File: src/include/cxs_params.svh
`ifndef CXS_PARAMS_SVH
`define CXS_PARAMS_SVH

// ----------------------------------------------------------------
// register port offsets
// ----------------------------------------------------------------
`define CXS_OFF_STATUS 8'h00
`define CXS_OFF_VTB 8'h04
`define CXS_OFF_SP 8'h08
`define CXS_OFF_STATE 8'h0c
`define CXS_OFF_SAVED 8'h10

// ----------------------------------------------------------------
// status word layout and reset value
// ----------------------------------------------------------------
`define CXS_SR_T 15
`define CXS_SR_S 13
`define CXS_SR_M 12
`define CXS_SR_I_LSB 8
`define CXS_SR_RESET 16'h2700
`define CXS_SR_WMASK 16'hb71f
`define CXS_VTB_MASK 32'hfff0_0000

// ----------------------------------------------------------------
// vector numbers
// ----------------------------------------------------------------
`define CXS_VEC_ACCESS 8'h02
`define CXS_VEC_ADDRESS 8'h03
`define CXS_VEC_ILLEGAL 8'h04
`define CXS_VEC_PRIV 8'h08
`define CXS_VEC_TRACE 8'h09
`define CXS_VEC_LINE_A 8'h0a
`define CXS_VEC_LINE_F 8'h0b
`define CXS_VEC_DEBUG 8'h0c
`define CXS_VEC_FORMAT 8'h0e
`define CXS_VEC_SPURIOUS 8'h18
`define CXS_VEC_AUTO_BASE 8'h18
`define CXS_VEC_TRAP_BASE 8'h20
`define CXS_VEC_USER_FIRST 8'h40

// ----------------------------------------------------------------
// frame, fault status and acknowledge space
// ----------------------------------------------------------------
`define CXS_FRAME_BYTES 32'h0000_0008
`define CXS_FMT_BASE 2'b01
`define CXS_FS_IFETCH 4'h4
`define CXS_FS_OPWRITE 4'h8
`define CXS_FS_WPROT 4'h9
`define CXS_FS_OPREAD 4'hc
`define CXS_ACK_ADDR 32'hffff_ffe0
`define CXS_LVL_NMI 3'h7

`endif

File: src/include/cxs_pkg.sv
package cxs_pkg;

  // fault and trap causes reported by the execute stage
  typedef enum logic [3:0] {
    CXS_K_ACCESS = 4'h0,
    CXS_K_ADDRESS = 4'h1,
    CXS_K_ILLEGAL = 4'h2,
    CXS_K_PRIV = 4'h3,
    CXS_K_TRACE = 4'h4,
    CXS_K_LINE_A = 4'h5,
    CXS_K_LINE_F = 4'h6,
    CXS_K_DEBUG = 4'h7,
    CXS_K_FORMAT = 4'h8,
    CXS_K_TRAP = 4'h9
  } cxs_kind_t;

  typedef enum logic [6:0] {
    CXS_S_IDLE = 7'b0000001,
    CXS_S_ACK = 7'b0000010,
    CXS_S_PUSH_PC = 7'b0000100,
    CXS_S_PUSH_FV = 7'b0001000,
    CXS_S_VEC = 7'b0010000,
    CXS_S_JUMP = 7'b0100000,
    CXS_S_HALT = 7'b1000000
  } cxs_state_t;

  typedef struct packed {
    logic valid;
    logic write;
    logic ack_space;
    logic [31:0] addr;
    logic [31:0] wdata;
  } cxs_bus_req_t;

  typedef struct packed {
    logic done;
    logic err;
    logic autovec;
    logic [31:0] rdata;
  } cxs_bus_rsp_t;

  typedef struct packed {
    logic req;
    cxs_kind_t kind;
    logic [3:0] fs;
    logic [3:0] trap_num;
    logic [31:0] pc_fault;
    logic [31:0] pc_next;
  } cxs_exc_t;

endpackage : cxs_pkg

File: src/design/cxs_sequencer.sv
// Implementation choices: the strobed register port and the register offsets.
`timescale 1ns/1ps
`include "cxs_params.svh"
// Behaviour
// [RULE_01] on any exception, copy status word, set supervisor, clear trace
// [RULE_02] interrupts also clear master bit and load mask with serviced level
// [RULE_03] faults get vector from type; interrupts run an acknowledge cycle
// [RULE_04] acknowledge cycle uses acknowledge space with level in address bits
// [RULE_05] peripheral returns its vector number during the acknowledge cycle
// [RULE_06] frame built on the single shared stack at a word-aligned address
// [RULE_07] frame: format/vector word plus status word, then program counter
// [RULE_08] handler address read at table base plus four times vector
// [RULE_09] table is 256 four-byte vectors, 1024 bytes, 1 Mbyte aligned
// [RULE_10] vectors below 64 architectural, 64 to 255 peripheral interrupts
// [RULE_11] exception processing ends once the first handler fetch starts
// [RULE_12] faulting-instruction PC stacked for vectors 2,3,4,8,10,11,14
// [RULE_13] next-instruction PC stacked for trace, debug, interrupts and traps
// [RULE_14] autovectored levels one to seven use vectors 25 to 31
// [RULE_15] trap n uses vector 32 plus n
// [RULE_16] no interrupt sampling during first handler instruction
// [RULE_17] format is 4 plus old stack bits 1:0; stack drops 8 plus that
// [RULE_18] fault status filled only for access and address errors, else zero
// [RULE_19] fault status codes 0100, 1000, 1001, 1100; others reserved
// [RULE_20] 8-bit vector field from internal fault or peripheral value
// [RULE_21] low twenty bits of table base unimplemented and read zero
// [RULE_22] requests at or below mask ignored, except level 7 edge
module cxs_sequencer
  import cxs_pkg::*;
(
  input wire logic ref_clk, // core clock
  input wire logic rst_b, // async reset, active low
  input wire logic [7:0] reg_addr, // register byte address
  input wire logic [31:0] reg_wdata, // register write data
  input wire logic reg_wr, // register write strobe
  input wire logic reg_rd, // register read strobe
  output logic [31:0] reg_rdata, // read data, cycle after strobe
  input wire cxs_exc_t exc_in, // fault or trap request from core
  input wire logic [2:0] irq_level_pin, // pending interrupt level pins
  input wire logic insn_retire, // core retired an instruction
  output cxs_bus_req_t bus_req, // frame, vector and ack bus request
  input wire cxs_bus_rsp_t bus_rsp, // bus answer
  output logic [31:0] handler_pc, // first handler opcode address
  output logic fetch_start, // pulse: start handler fetch
  output logic halted // fault-on-fault stop
);

  // ----------------------------------------------------------------
  // helpers
  // ----------------------------------------------------------------
  function automatic logic [7:0] cxs_vec_of(input cxs_kind_t k, input logic [3:0] n);
    unique case (k)
      CXS_K_ACCESS: cxs_vec_of = `CXS_VEC_ACCESS;
      CXS_K_ADDRESS: cxs_vec_of = `CXS_VEC_ADDRESS;
      CXS_K_ILLEGAL: cxs_vec_of = `CXS_VEC_ILLEGAL;
      CXS_K_PRIV: cxs_vec_of = `CXS_VEC_PRIV;
      CXS_K_TRACE: cxs_vec_of = `CXS_VEC_TRACE;
      CXS_K_LINE_A: cxs_vec_of = `CXS_VEC_LINE_A;
      CXS_K_LINE_F: cxs_vec_of = `CXS_VEC_LINE_F;
      CXS_K_DEBUG: cxs_vec_of = `CXS_VEC_DEBUG;
      CXS_K_FORMAT: cxs_vec_of = `CXS_VEC_FORMAT;
      CXS_K_TRAP: cxs_vec_of = `CXS_VEC_TRAP_BASE + {4'h0, n}; // RULE_15
      default: cxs_vec_of = `CXS_VEC_ILLEGAL;
    endcase
  endfunction : cxs_vec_of

  // faulting-instruction PC for precise faults, next PC otherwise
  function automatic logic cxs_pc_is_fault(input cxs_kind_t k);
    cxs_pc_is_fault = (k == CXS_K_ACCESS) || (k == CXS_K_ADDRESS) || (k == CXS_K_ILLEGAL) ||
                      (k == CXS_K_PRIV) || (k == CXS_K_LINE_A) || (k == CXS_K_LINE_F) ||
                      (k == CXS_K_FORMAT);
  endfunction : cxs_pc_is_fault

  // only the defined codes get through; reserved codes stack as zero
  function automatic logic [3:0] cxs_fs_of(input cxs_kind_t k, input logic [3:0] fs);
    logic legal;
    legal = (fs == `CXS_FS_IFETCH) || (fs == `CXS_FS_OPWRITE) ||
            (fs == `CXS_FS_WPROT) || (fs == `CXS_FS_OPREAD);
    if ((k == CXS_K_ACCESS || k == CXS_K_ADDRESS) && legal) begin
      cxs_fs_of = fs;
    end else begin
      cxs_fs_of = 4'h0;
    end
  endfunction : cxs_fs_of

  // ----------------------------------------------------------------
  // state
  // ----------------------------------------------------------------
  cxs_state_t st;
  cxs_state_t next_st;
  logic [15:0] sr; // processor_status_word
  logic [15:0] sr_saved;
  logic [31:0] vector_table_base;
  logic [31:0] shared_stack_pointer;
  logic [7:0] cur_vec;
  logic [2:0] cur_lvl;
  logic [31:0] cur_pc;
  logic [3:0] cur_fs;
  logic [1:0] orig_lo;
  logic inhibit;
  logic [2:0] irq_s1, irq_s2, irq_s3;
  logic nmi_pend;
  logic take_exc, take_irq, irq_above, nmi_edge;

  // ----------------------------------------------------------------
  // interrupt pin synchroniser and level 7 edge
  // ----------------------------------------------------------------
  // pins come from the system clock domain of the peripherals
  always_ff @(posedge ref_clk or negedge rst_b) begin
    if (!rst_b) begin
      irq_s1 <= 3'h0;
      irq_s2 <= 3'h0;
      irq_s3 <= 3'h0;
    end else begin
      irq_s1 <= irq_level_pin;
      irq_s2 <= irq_s1;
      irq_s3 <= irq_s2;
    end
  end

  assign nmi_edge = (irq_s2 == `CXS_LVL_NMI) && (irq_s3 != `CXS_LVL_NMI);
  assign irq_above = irq_s2 > sr[`CXS_SR_I_LSB +: 3]; // RULE_22
  // a fault beats a pending interrupt; the interrupt stays pending
  assign take_exc = exc_in.req && (st == CXS_S_IDLE);
  assign take_irq = (st == CXS_S_IDLE) && !exc_in.req && !inhibit && (irq_above || nmi_pend); // RULE_16 RULE_22

  // level 7 is edge-latched so it cannot be masked; a new edge beats the take
  always_ff @(posedge ref_clk or negedge rst_b) begin
    if (!rst_b) begin
      nmi_pend <= 1'b0;
    end else if (nmi_edge) begin
      nmi_pend <= 1'b1; // RULE_22
    end else if (take_irq) begin
      nmi_pend <= 1'b0;
    end
  end

  // ----------------------------------------------------------------
  // sequence
  // ----------------------------------------------------------------
  always_comb begin
    next_st = st;
    unique case (st)
      CXS_S_IDLE: begin
        if (take_exc) begin
          next_st = CXS_S_PUSH_PC;
        end else if (take_irq) begin
          next_st = CXS_S_ACK; // RULE_03
        end
      end
      CXS_S_ACK: begin
        if (bus_rsp.done) begin
          next_st = CXS_S_PUSH_PC;
        end
      end
      CXS_S_PUSH_PC: begin
        if (bus_rsp.done) begin
          next_st = bus_rsp.err ? CXS_S_HALT : CXS_S_PUSH_FV;
        end
      end
      CXS_S_PUSH_FV: begin
        if (bus_rsp.done) begin
          next_st = bus_rsp.err ? CXS_S_HALT : CXS_S_VEC;
        end
      end
      CXS_S_VEC: begin
        if (bus_rsp.done) begin
          next_st = bus_rsp.err ? CXS_S_HALT : CXS_S_JUMP;
        end
      end
      CXS_S_JUMP: next_st = CXS_S_IDLE; // RULE_11
      CXS_S_HALT: next_st = CXS_S_HALT;
      default: next_st = CXS_S_HALT;
    endcase
    // a second fault while one is in flight stops the core until reset
    if (exc_in.req && st != CXS_S_IDLE) begin
      next_st = CXS_S_HALT;
    end
  end

  always_ff @(posedge ref_clk or negedge rst_b) begin
    if (!rst_b) begin
      st <= CXS_S_IDLE;
    end else begin
      st <= next_st;
    end
  end

  // ----------------------------------------------------------------
  // exception context capture
  // ----------------------------------------------------------------
  always_ff @(posedge ref_clk or negedge rst_b) begin
    if (!rst_b) begin
      cur_vec <= 8'h00;
      cur_lvl <= 3'h0;
      cur_pc <= 32'h0000_0000;
      cur_fs <= 4'h0;
      sr_saved <= 16'h0000;
    end else if (take_exc) begin
      cur_vec <= cxs_vec_of(exc_in.kind, exc_in.trap_num); // RULE_03 RULE_20
      cur_pc <= cxs_pc_is_fault(exc_in.kind) ? exc_in.pc_fault : exc_in.pc_next; // RULE_12 RULE_13
      cur_fs <= cxs_fs_of(exc_in.kind, exc_in.fs); // RULE_18 RULE_19
      sr_saved <= sr; // RULE_01
    end else if (take_irq) begin
      cur_lvl <= nmi_pend ? `CXS_LVL_NMI : irq_s2;
      cur_pc <= exc_in.pc_next; // RULE_13
      cur_fs <= 4'h0; // RULE_18
      sr_saved <= sr; // RULE_01
    end else if (st == CXS_S_ACK && bus_rsp.done) begin
      if (bus_rsp.err) begin
        cur_vec <= `CXS_VEC_SPURIOUS; // nobody answered
      end else if (bus_rsp.autovec) begin
        cur_vec <= `CXS_VEC_AUTO_BASE + {5'h00, cur_lvl}; // RULE_14
      end else begin
        cur_vec <= bus_rsp.rdata[7:0]; // RULE_05 RULE_10 RULE_20
      end
    end
  end

  // ----------------------------------------------------------------
  // status word: hardware entry update wins over a software write
  // ----------------------------------------------------------------
  always_ff @(posedge ref_clk or negedge rst_b) begin
    if (!rst_b) begin
      sr <= `CXS_SR_RESET;
    end else if (take_exc || take_irq) begin
      sr[`CXS_SR_S] <= 1'b1; // RULE_01
      sr[`CXS_SR_T] <= 1'b0; // RULE_01
      if (take_irq) begin
        sr[`CXS_SR_M] <= 1'b0; // RULE_02
        sr[`CXS_SR_I_LSB +: 3] <= nmi_pend ? `CXS_LVL_NMI : irq_s2; // RULE_02
      end
    end else if (reg_wr && reg_addr == `CXS_OFF_STATUS) begin
      sr <= reg_wdata[15:0] & `CXS_SR_WMASK;
    end
  end

  // ----------------------------------------------------------------
  // stack pointer and table base
  // ----------------------------------------------------------------
  // drop by 8 plus the old low bits, so the frame lands word aligned
  always_ff @(posedge ref_clk or negedge rst_b) begin
    if (!rst_b) begin
      shared_stack_pointer <= 32'h0000_0000;
      orig_lo <= 2'b00;
    end else if (take_exc || take_irq) begin
      orig_lo <= shared_stack_pointer[1:0];
      shared_stack_pointer <= shared_stack_pointer - `CXS_FRAME_BYTES -
                              {30'h0, shared_stack_pointer[1:0]}; // RULE_06 RULE_17
    end else if (reg_wr && reg_addr == `CXS_OFF_SP) begin
      shared_stack_pointer <= reg_wdata;
    end
  end

  always_ff @(posedge ref_clk or negedge rst_b) begin
    if (!rst_b) begin
      vector_table_base <= 32'h0000_0000;
    end else if (reg_wr && reg_addr == `CXS_OFF_VTB) begin
      vector_table_base <= reg_wdata & `CXS_VTB_MASK; // RULE_09 RULE_21
    end
  end

  // ----------------------------------------------------------------
  // bus master: one request per bus state, held until done
  // ----------------------------------------------------------------
  always_ff @(posedge ref_clk or negedge rst_b) begin
    if (!rst_b) begin
      bus_req <= '0;
    end else if (bus_req.valid) begin
      if (bus_rsp.done) begin
        bus_req.valid <= 1'b0;
      end
    end else begin
      unique case (st)
        CXS_S_ACK: begin
          bus_req <= '{valid: 1'b1, write: 1'b0, ack_space: 1'b1,
                       addr: `CXS_ACK_ADDR | {27'h0, cur_lvl, 2'b00}, wdata: 32'h0}; // RULE_04
        end
        CXS_S_PUSH_PC: begin
          bus_req <= '{valid: 1'b1, write: 1'b1, ack_space: 1'b0,
                       addr: shared_stack_pointer + 32'h4, wdata: cur_pc}; // RULE_07
        end
        CXS_S_PUSH_FV: begin
          bus_req <= '{valid: 1'b1, write: 1'b1, ack_space: 1'b0, addr: shared_stack_pointer,
                       wdata: {`CXS_FMT_BASE, orig_lo, cur_fs[3:2], cur_vec, cur_fs[1:0], sr_saved}};
          // RULE_07 RULE_17 RULE_18 RULE_20
        end
        CXS_S_VEC: begin
          bus_req <= '{valid: 1'b1, write: 1'b0, ack_space: 1'b0,
                       addr: vector_table_base | {22'h0, cur_vec, 2'b00}, wdata: 32'h0}; // RULE_08
        end
        default: bus_req <= '0;
      endcase
    end
  end

  // ----------------------------------------------------------------
  // handler launch and first-instruction interrupt shadow
  // ----------------------------------------------------------------
  always_ff @(posedge ref_clk or negedge rst_b) begin
    if (!rst_b) begin
      handler_pc <= 32'h0000_0000;
    end else if (st == CXS_S_VEC && bus_rsp.done && !bus_rsp.err) begin
      handler_pc <= bus_rsp.rdata; // RULE_08
    end
  end

  always_ff @(posedge ref_clk or negedge rst_b) begin
    if (!rst_b) begin
      fetch_start <= 1'b0;
      halted <= 1'b0;
    end else begin
      fetch_start <= (st == CXS_S_JUMP); // RULE_11
      halted <= (next_st == CXS_S_HALT);
    end
  end

  // shadow lasts until the handler's first instruction retires
  always_ff @(posedge ref_clk or negedge rst_b) begin
    if (!rst_b) begin
      inhibit <= 1'b0;
    end else if (st == CXS_S_JUMP) begin
      inhibit <= 1'b1; // RULE_16
    end else if (insn_retire) begin
      inhibit <= 1'b0;
    end
  end

  // ----------------------------------------------------------------
  // register read port
  // ----------------------------------------------------------------
  always_ff @(posedge ref_clk or negedge rst_b) begin
    if (!rst_b) begin
      reg_rdata <= 32'h0000_0000;
    end else if (reg_rd) begin
      unique case (reg_addr)
        `CXS_OFF_STATUS: reg_rdata <= {16'h0, sr};
        `CXS_OFF_VTB: reg_rdata <= vector_table_base & `CXS_VTB_MASK; // RULE_21
        `CXS_OFF_SP: reg_rdata <= shared_stack_pointer;
        `CXS_OFF_STATE: reg_rdata <= {14'h0, cur_vec >= `CXS_VEC_USER_FIRST, halted, inhibit,
                                      cur_vec, st}; // RULE_10
        `CXS_OFF_SAVED: reg_rdata <= {16'h0, sr_saved};
        default: reg_rdata <= 32'h0000_0000;
      endcase
    end else begin
      reg_rdata <= 32'h0000_0000;
    end
  end
endmodule : cxs_sequencer

File: config.mk
export PLATFORM = sky130hd
export DESIGN_NAME = cxs_sequencer
export DESIGN_NICKNAME = d
export VERILOG_FILES = /design/src/include/cxs_pkg.sv /design/src/design/cxs_sequencer.sv
export VERILOG_INCLUDE_DIRS = /design/src /design/src/include
export SDC_FILE = /design/constraint.sdc
export NUM_CORES = 1
export LEC_CHECK = 0
export BUFFER_PORTS_ARGS = -buffer_cell sky130_fd_sc_hd__buf_2
export CAP_MARGIN = 25
export CORE_MARGIN = 5
export CORE_UTILIZATION = 52
export CTS_BUF_LIST = sky130_fd_sc_hd__clkbuf_8
export DETAILED_ROUTE_END_ITERATION = 12
export PLACE_DENSITY = 0.77
export SLEW_MARGIN = 20
export SYNTH_ARGS = -nofsm -noshare
export SYNTH_HDL_FRONTEND = slang
export SYNTH_SLANG_ARGS = --single-unit
File: constraint.sdc
create_clock -name ref_clk -period 3.15 [get_ports ref_clk]
set_input_delay 0.4725 -clock ref_clk [delete_from_list [all_inputs] [get_ports ref_clk]]
set_output_delay 0.4725 -clock ref_clk [all_outputs]
set_load 0.02 [all_outputs]
## Word level (Yosys, flattened, before mapping)

Index checks and enable logic that the tools add are counted.

| storage, ports and cells | value |
|---|---|
| logic and storage cells | 146 |
| register bits | 271 |

| cells by class | value |
|---|---|
| $lt $le $gt $ge | 2 |
| reductions and logical operators | 39 |
| add/subtract/negate cells | 5 |
| multiplexer cells | 42 |
| bitwise logic cells | 3 |
| equality and inequality tests | 29 |

Operators by type and width:

| cell | count |
|---|---|
| $pmux W67 S4 | 1 |
| $mux W32 | 6 |
| $pmux W32 S5 | 1 |
| $mux W7 | 10 |
| $pmux W7 S9 | 1 |
| $mux W16 | 3 |
| $pmux W7 S6 | 1 |
| $mux W8 | 5 |
| $add A32 B3 Y32 const B | 1 |
| $or A32 B10 Y32 | 1 |
| $sub A32 B2 Y32 | 1 |
| $sub A32 B4 Y32 const B | 1 |
| $eq A4 B3 Y1 const B | 5 |
| $eq A4 B4 Y1 const B | 5 |
| $eq A8 B4 Y1 const B | 2 |
| $logic_and A1 B1 Y1 | 13 |
| $mux W4 | 3 |
| $reduce_bool A2 Y1 | 6 |
| $logic_or A1 B1 Y1 | 11 |
| $mux W3 | 3 |
| $eq A4 B2 Y1 const B | 2 |
| $eq A8 B3 Y1 const B | 1 |
| $eq A8 B5 Y1 const B | 1 |
| $ge A8 B7 Y1 const B | 1 |
| 22 further kinds | 35 |

## Longest topological paths before layout

Gate-level depths: netlist (run 1).

| depth | value |
|---|---|
| depth in word-level cells | 9 |
| depth in mapped cells | 10 |
| mapped depth without buffers | 8 |

## Worst setup path before layout (run 1)

OpenSTA, ideal clock, no wires.

| timing | value |
|---|---|
| kind | reg-to-reg |
| from | register (tool-made name) |
| to | register shared_stack_pointer[30] |
| period minus slack after synthesis | 2.667 ns |
| path slack | 0.483 ns |
| required time | 3.082 ns |
| data arrival time | 2.599 ns |
| cell stages (with the launch flop) | 11 |
| buffers on the path | 2 |
| cells stage by stage | dfrtp_1 clkbuf_1 inv_1 ha_1 nor4_1 nor2b_1 clkbuf_1 nand3_2 or4_1 or3_1 nand3_1 |

RTL lines:

| what | RTL line | RTL |
|---|---|---|
| to (signal assigned) | cxs_sequencer.sv:247 | `` shared_stack_pointer <= shared_stack_pointer - `CXS_FRAME_BYTES - `` |
| to (signal assigned) | cxs_sequencer.sv:250 | `shared_stack_pointer <= reg_wdata;` |
| to (decl) | cxs_sequencer.sv:93 | `logic [31:0] shared_stack_pointer;` |

## Worst setup path after layout (run 1)

| timing | value |
|---|---|
| from | register st[0] |
| to | register bus_req[34] (netlist bit) |

| on the way | value |
|---|---|
| longest elaborated chain between the ends | 2 |

Ends and longest elaborated chain:

| what | RTL line | RTL |
|---|---|---|
| from (decl) | cxs_sequencer.sv:88 | `cxs_state_t st;` |
| from (signal assigned) | cxs_sequencer.sv:184 | `st <= next_st;` |
| $eq A7 B5 Y1 (tied with other cells) | cxs_sequencer.sv:273 | `unique case (st)` |
| $pmux W67 S4 * | cxs_sequencer.sv:273 |  |
| to (signal assigned) | cxs_sequencer.sv:275 | `bus_req <= '{valid: 1'b1, write: 1'b0, ack_space: 1'b1,` |
| to (signal assigned) | cxs_sequencer.sv:279 | `bus_req <= '{valid: 1'b1, write: 1'b1, ack_space: 1'b0,` |
| to (signal assigned) | cxs_sequencer.sv:283 | `bus_req <= '{valid: 1'b1, write: 1'b1, ack_space: 1'b0, addr: shared_stack_pointer,` |
| to (decl) | cxs_sequencer.sv:40 | `output cxs_bus_req_t bus_req,` |

Every way passes the cells marked *; elsewhere a longest branch is shown, timed or not.
A chain may end at the register's enable or synchronous reset.

==> flow_summary.toml, run 1 <==
[status]
status = "finished clean"

[floorplanning]
initial_core_util = 0.526
die_area_mm2 = 0.0277
die_x_um = 167
die_h_um = 167
core_mm2 = 0.0242
ios = 293
rows = 57

[synthesis]
yosysMostFrequentCell = "dfrtp_1"
synth_mux_area_frac = 0.0516
syn_area_mm2 = 0.0127
synth_cell_types = 66
yosys.area_share.adder = 0.00785
synth_top_family_by_area = "simple AND/OR/NAND/NOR gates"
ys_warn_count = 0
yosysSeqAreaShare = 0.523
ys_ff_latch = 266
synth_edf_count = 0
synthCells = 1336
synth.largest_area_cell = "dfrtp_1"
synth_compound_area_frac = 0.179
synth_ff_type = "dfrtp_1"
synthArstFlopShare = 1.00
synth-xor-area-share = 0.0151
ys_top_cells_by_area = "dfrtp_1, nand2_1, a22oi_1, mux2_2, o21ai_0"
syn_nets = 1504
synth_top_area_share = 0.513
syn_avg_cell_area_um2 = 9.54
yosys-top-cells-count = "dfrtp_1, nand2_1, a22oi_1"
synthSimpleGateAreaFrac = 0.182

[setup_path]
crit_type = "reg2reg"
required_ns = 3.57
crit_path_end_kind = "flip-flop"
crit_arrival_ns = 3.33
cp_max_fo = 8
worst_setup_path_start_kind = "flip-flop"

[detailed_routing]
drc_errors = 0
wl_met2_mm = 19.9
post_drt_wl_per_cell_um = 20.7
wirelength_mm = 41.1
dr.pass1.iters = 6
viasPerCell = 5.98
routed.top_layer = "met4"
drt-initial-drc-count = 1393
wl_met1_mm = 16.0
vias = 11800
wl_met3_mm = 3.46
drtAntennaViolNets = 0

[pwr]
p_leak_nw = 7.50
clkPwrFrac = 0.423
p_sw_frac = 0.252
p_int_mw = 5.28
ir_drop_mv = 0.427
power.switching_mw = 1.78
pwr-share-seq = 0.511
p_per_area_mw_per_mm2 = 454
power_frac_comb = 0.065

[finish]
nets = 1789
drive_gt1_frac = 0.294
area_growth_pct = 22.0
final_cells = 1980
n_antenna_cell = 0

[global_routing]
grt_pass1_vias = 11500
grt_pass1_wl_mm = 64.0
grt_remaining_overflow = 0
antenna_found_initial = 0
grt_max_degree = 86
grt_use_total = 0.286

[min_path]
hp-class = "in2reg"

[clock_tree]
cts_max_path_buffers = 3
ctsHoldBuffers = 4
post_cts_resized = 0
insertion_delay_ns = 0.57
tritoncts = "done"
cts.sinks = 266
clock-root-buffer = "clkbuf_8"
htreeDepth = 2
numCtsBuffers = 44
postCtsSetupBuffers = 0
clk_pin_slew_worst_paths_ns = 0.07

[job]
max_cap_viol_count = 0

[timing]
maxSlewHeadroom = 0.360
hold_viol = 0
slew_violations = 0
worstMarginPinSlew_ns = 0.936
final-setup-viol-count = 0
fin_setup_tns_ns = 0
rsz0062_at_grt = "false"
max_freq_mhz = 344
period_share = 0.923
fin_skew_ns = 0.0253
period_needed_ns = 2.91

[placed_design]
numPlacedInstances = 1895
portBuffers = 292
dp_hpwl_mm = 29.6
finalWeightedCongestion = 0.936
area by class of cell:
cell class                      instances  area [um2]
Clock buffer                           55         757
Multi-Input combinational cell        934        5580
Sequential cell                       266        6670
Clock inverter                         26         123
Fill cell                            2138        8700
Tap cell                              324         405
Inverter                               30         113
Timing Repair Buffer                  345        1900
layout by cell type (no fill, tap or decap), types with 5 or more instances in the layout:
| master | count |
|---|---|
| a32oi_1 | 5 |
| o211ai_1 | 5 |
| a22oi_1 | 95 |
| nor3_1 | 35 |
| nand2_1 | 235 |
| or4_1 | 7 |
| mux2_2 | 54 |
| buf_4 | 47 |
| ha_1 | 8 |
| mux2i_1 | 5 |
| a31oi_1 | 18 |
| or2_2 | 8 |
| xnor2_1 | 11 |
| a211oi_1 | 8 |
| nand2b_1 | 6 |
| xor2_1 | 11 |
| nor2b_1 | 18 |
| nor2_1 | 74 |
| inv_1 | 48 |
| clkbuf_8 | 55 |
| nand3_1 | 32 |
| a22o_1 | 6 |
| a221oi_1 | 8 |
| buf_2 | 291 |
| o21ai_0 | 84 |
| dfrtp_1 | 260 |
| and3_1 | 17 |
| o22ai_1 | 9 |
| a21oi_1 | 74 |
| nand4_1 | 13 |
| a21boi_0 | 5 |
| or3_1 | 7 |
| a211o_1 | 5 |
| nor4_1 | 11 |
| dfstp_2 | 5 |
kinds of logic (layout without fill, tap and decap cells):
| logic type | count (synthesis) | after routing |
|---|---|---|
| adder cells (fa/ha/maj) | 8 | 8 |
| AO/OA/AOI/OAI | 352 | 352 |
| AND/OR/NAND/NOR | 493 | 493 |
| multiplexers | 59 | 59 |
| buffers and inverters | 136 | 456 |
| flip-flops | 266 | 266 |
| XOR/XNOR | 22 | 22 |
flip-flops by register name, summed over array words and instances (netlist names), named ones only:
signal                cells
bus_req                  67
cur_fs                    4
cur_lvl                   3
cur_pc                   32
cur_vec                   8
fetch_start               1
halted                    1
handler_pc               32
inhibit                   1
irq_s1                    3
irq_s2                    3
irq_s3                    3
nmi_pend                  1
orig_lo                   2
reg_rdata                32
shared_stack_pointer     31
sr                       11
sr_saved                 11
st                        7
vector_table_base        12
worst max-delay path: stages, from the launching register on:
cell	delay (ns)
dfstp_2	0.61
or3_1	0.28
or3_1	0.36
nor3b_4	0.12
a22o_1	0.28
a2111oi_0	0.83
buf_4	0.24
a21oi_1	0.04
stage by stage:
step           hold slack [ns]  area, um2  worst slack (ns)  total power, mW  utilization
6_report                0.0962      15500             0.242             7.06        0.641
5_1_grt                 0.0806      15500             0.188             7.36        0.641
4_1_cts                 0.0747      15500             0.271             7.11        0.641
3_5_place_dp             0.339      14600             0.288             4.12        0.603
3_3_place_gp             0.336      14600             0.231             4.11        0.603
2_1_floorplan            0.177      12700             0.483             3.83            -
worst paths after layout:
| kind | startpoint | to | slack [ns] | cells after the start |
|---|---|---|---|---|
| setup / recovery | st[0] | bus_req[34] | 0.24 | 7 |
| hold / removal | exc_in[16] | cur_pc[16] | 0.1 | 3 |
| setup reg to reg | st[0] | bus_req[34] | 0.24 | 7 |
| hold reg to reg | irq_s1[0] | irq_s2[0] | 0.35 | 0 |
| max in group asynchronous | rst_b | bus_req[6] | 1.74 | 3 |
| min in group asynchronous | rst_b | bus_req[62] | 0.51 | 2 |
metal layers:
layer | global-route usage | up-vias
met1 | 0.374 | 5746
met2 | 0.469 | 644
met4 | 0.120 | 0
met3 | 0.0555 | 116
met5 | 0 | -
li1 | - | 5341
power by group through the flow:
stage          combinational, mW  clock (mW)  sequential (mW)
2_1_floorplan              0.228           0             3.60
3_3_place_gp               0.444           0             3.66
3_5_place_dp               0.457           0             3.67
4_1_cts                    0.463        3.04             3.61
5_1_grt                    0.513        3.23             3.61
6_report                   0.462        2.99             3.61
Power figures use the tool's default switching activity.
==> run 2, diff against run 1 <==
CORE_UTILIZATION = 45   (was 52)
PLACE_DENSITY = 0.69   (was 0.77)
==> flow_summary.toml, run 2 (synthesis gave the netlist of run 1 again) <==
[floorplanning]
die_x_um = 178
ios = 293
die_h_um = 178
rows = 61
core_mm2 = 0.0279
die_area_mm2 = 0.0318
initial_core_util = 0.457

[timing]
fin_setup_tns_ns = 0
period_needed_ns = 2.86
slew_violations = 0
hold_viol = 0
rsz0062_at_grt = "false"
max_freq_mhz = 349
maxSlewHeadroom = 0.351
final-setup-viol-count = 0
period_share = 0.908
fin_skew_ns = 0.0254
worstMarginPinSlew_ns = 0.948

[pwr]
power.switching_mw = 1.80
power_frac_comb = 0.065
ir_drop_mv = 0.380
p_int_mw = 5.42
clkPwrFrac = 0.436
pwr-share-seq = 0.499
p_leak_nw = 7.53
p_sw_frac = 0.250
p_per_area_mw_per_mm2 = 461

[setup_path]
required_ns = 3.56
regToRegSetupSlack_ns = 0.29
critPathLaunch = "st[0]"
cp_max_fo = 8
worst_setup_path_start_kind = "flip-flop"
reg2regPathDepth = 7
path_cells = "or3_1, or3_1, nor3b_4, a22o_1, a2111oi_0, buf_4, a21oi_1"
r2r_start = "st[0]"
crit_type = "reg2reg"
cpMostUsedCell = "or3_1"
reg2reg_to = "bus_req[34]"
crit_path_end = "bus_req[34]"
crit_arrival_ns = 3.27
crit_slowest_cell = "a2111oi_0"
cp_slowest_stage_delay_ns = 0.84
crit_path_end_kind = "flip-flop"

[detailed_routing]
wirelength_mm = 42.3
viasPerCell = 5.75
vias = 11700
dr.pass1.iters = 6
post_drt_wl_per_cell_um = 20.8
drc_errors = 0
drtAntennaViolNets = 0
drt-initial-drc-count = 1105

[clock_tree]
insertion_delay_ns = 0.56
clock-root-buffer = "clkbuf_8"
cts_max_path_buffers = 3
post_cts_resized = 0
cts.sinks = 266
htreeDepth = 2
numCtsBuffers = 46
ctsHoldBuffers = 3
postCtsSetupBuffers = 0
clk_pin_slew_worst_paths_ns = 0.06
tritoncts = "done"

[finish]
area_growth_pct = 23.0
drive_gt1_frac = 0.296
largest_register_ffs = 67
final_common_cell = "buf_2"
final_cells = 2039
mostFrequentLayoutCells = "buf_2, dfrtp_1, nand2_1, a22oi_1, o21ai_0"
regMostFlops = "bus_req"
nets = 1792

[global_routing]
grt_pass1_vias = 11700
grt_max_degree = 80
antenna_found_initial = 2
grt_use_total = 0.263
grt_remaining_overflow = 0
grt_pass1_wl_mm = 65.3

[placed_design]
numPlacedInstances = 1951
portBuffers = 292
dp_hpwl_mm = 31.0
finalWeightedCongestion = 0.948

[job]
max_cap_viol_count = 0

[min_path]
hp-class = "in2reg"
worstHoldStart = "irq_level_pin[0]"

[status]
status = "finished clean"
[run 2: cell count changes in the layout (fill, tap and decap cells not counted), sizes merged]
cell,change
diode,+3
buf,+2
clkbuf,+2
clkinvlp,-2
bufinv,+1
dlygate4sd3,-1
[run 2: power by group through the flow]
stage	combinational (mW)	clock [mW]	sequential, mW
after floorplan	0.228	0	3.60
after global placement	0.457	0	3.66
after detailed placement	0.465	0	3.66
after CTS	0.471	3.23	3.60
after global routing	0.520	3.41	3.61
final	0.467	3.15	3.60
[run 2: worst min-delay path by stage]
stage	to	slack (ns)	cells past startpoint
5_1_grt	irq_s1[0]	0.01	1
6_report	irq_s1[0]	0.05	1
3_5_place_dp	irq_s2[2]	0.33	0
4_1_cts	irq_s1[0]	0.009	1
2_1_floorplan	asynchronous set/reset pin	0.18	0
3_3_place_gp	irq_s2[2]	0.33	0
[run 2: routing by layer]
metal  GRT usage  part of all wire  vias up
li1            -                 -     5363
met1       0.341              0.40     5684
met2       0.426              0.48      572
met3      0.0521             0.079      105
met4       0.122             0.043        2
met5           0           0.00017        -
[run 2: critical path: cells and delay by family, from the launching register on]
family / cells / cell delay, ns
simple gates: 3 / 0.73
buf+inv: 1 / 0.23
flops: 1 / 0.59
compound gates: 3 / 1.16
[run 2: area by class of cell]
| cell class | instances | area, um2 |
|---|---|---|
| diodes | 3 | 7.51 |
| clock buffers | 57 | 785 |
| clock inverters | 25 | 146 |
| multi-input cells | 934 | 5580 |
| flip-flops and latches | 266 | 6670 |
| well taps | 378 | 473 |
| repair buffers | 346 | 1910 |
| inverters | 30 | 113 |
| fillers | 2567 | 12200 |
[run 2: per-stage QoR]
stage	setup slack (ns)	hold slack [ns]	power, mW	utilization	area (um2)
final	0.289	0.0468	7.22	0.563	15700
after CTS	0.367	0.00885	7.30	0.562	15700
after detailed placement	0.380	0.335	4.13	0.528	14700
after global placement	0.449	0.332	4.12	0.528	14700
after floorplan	0.483	0.177	3.83	-	12700
after global routing	0.298	0.0135	7.54	0.563	15700
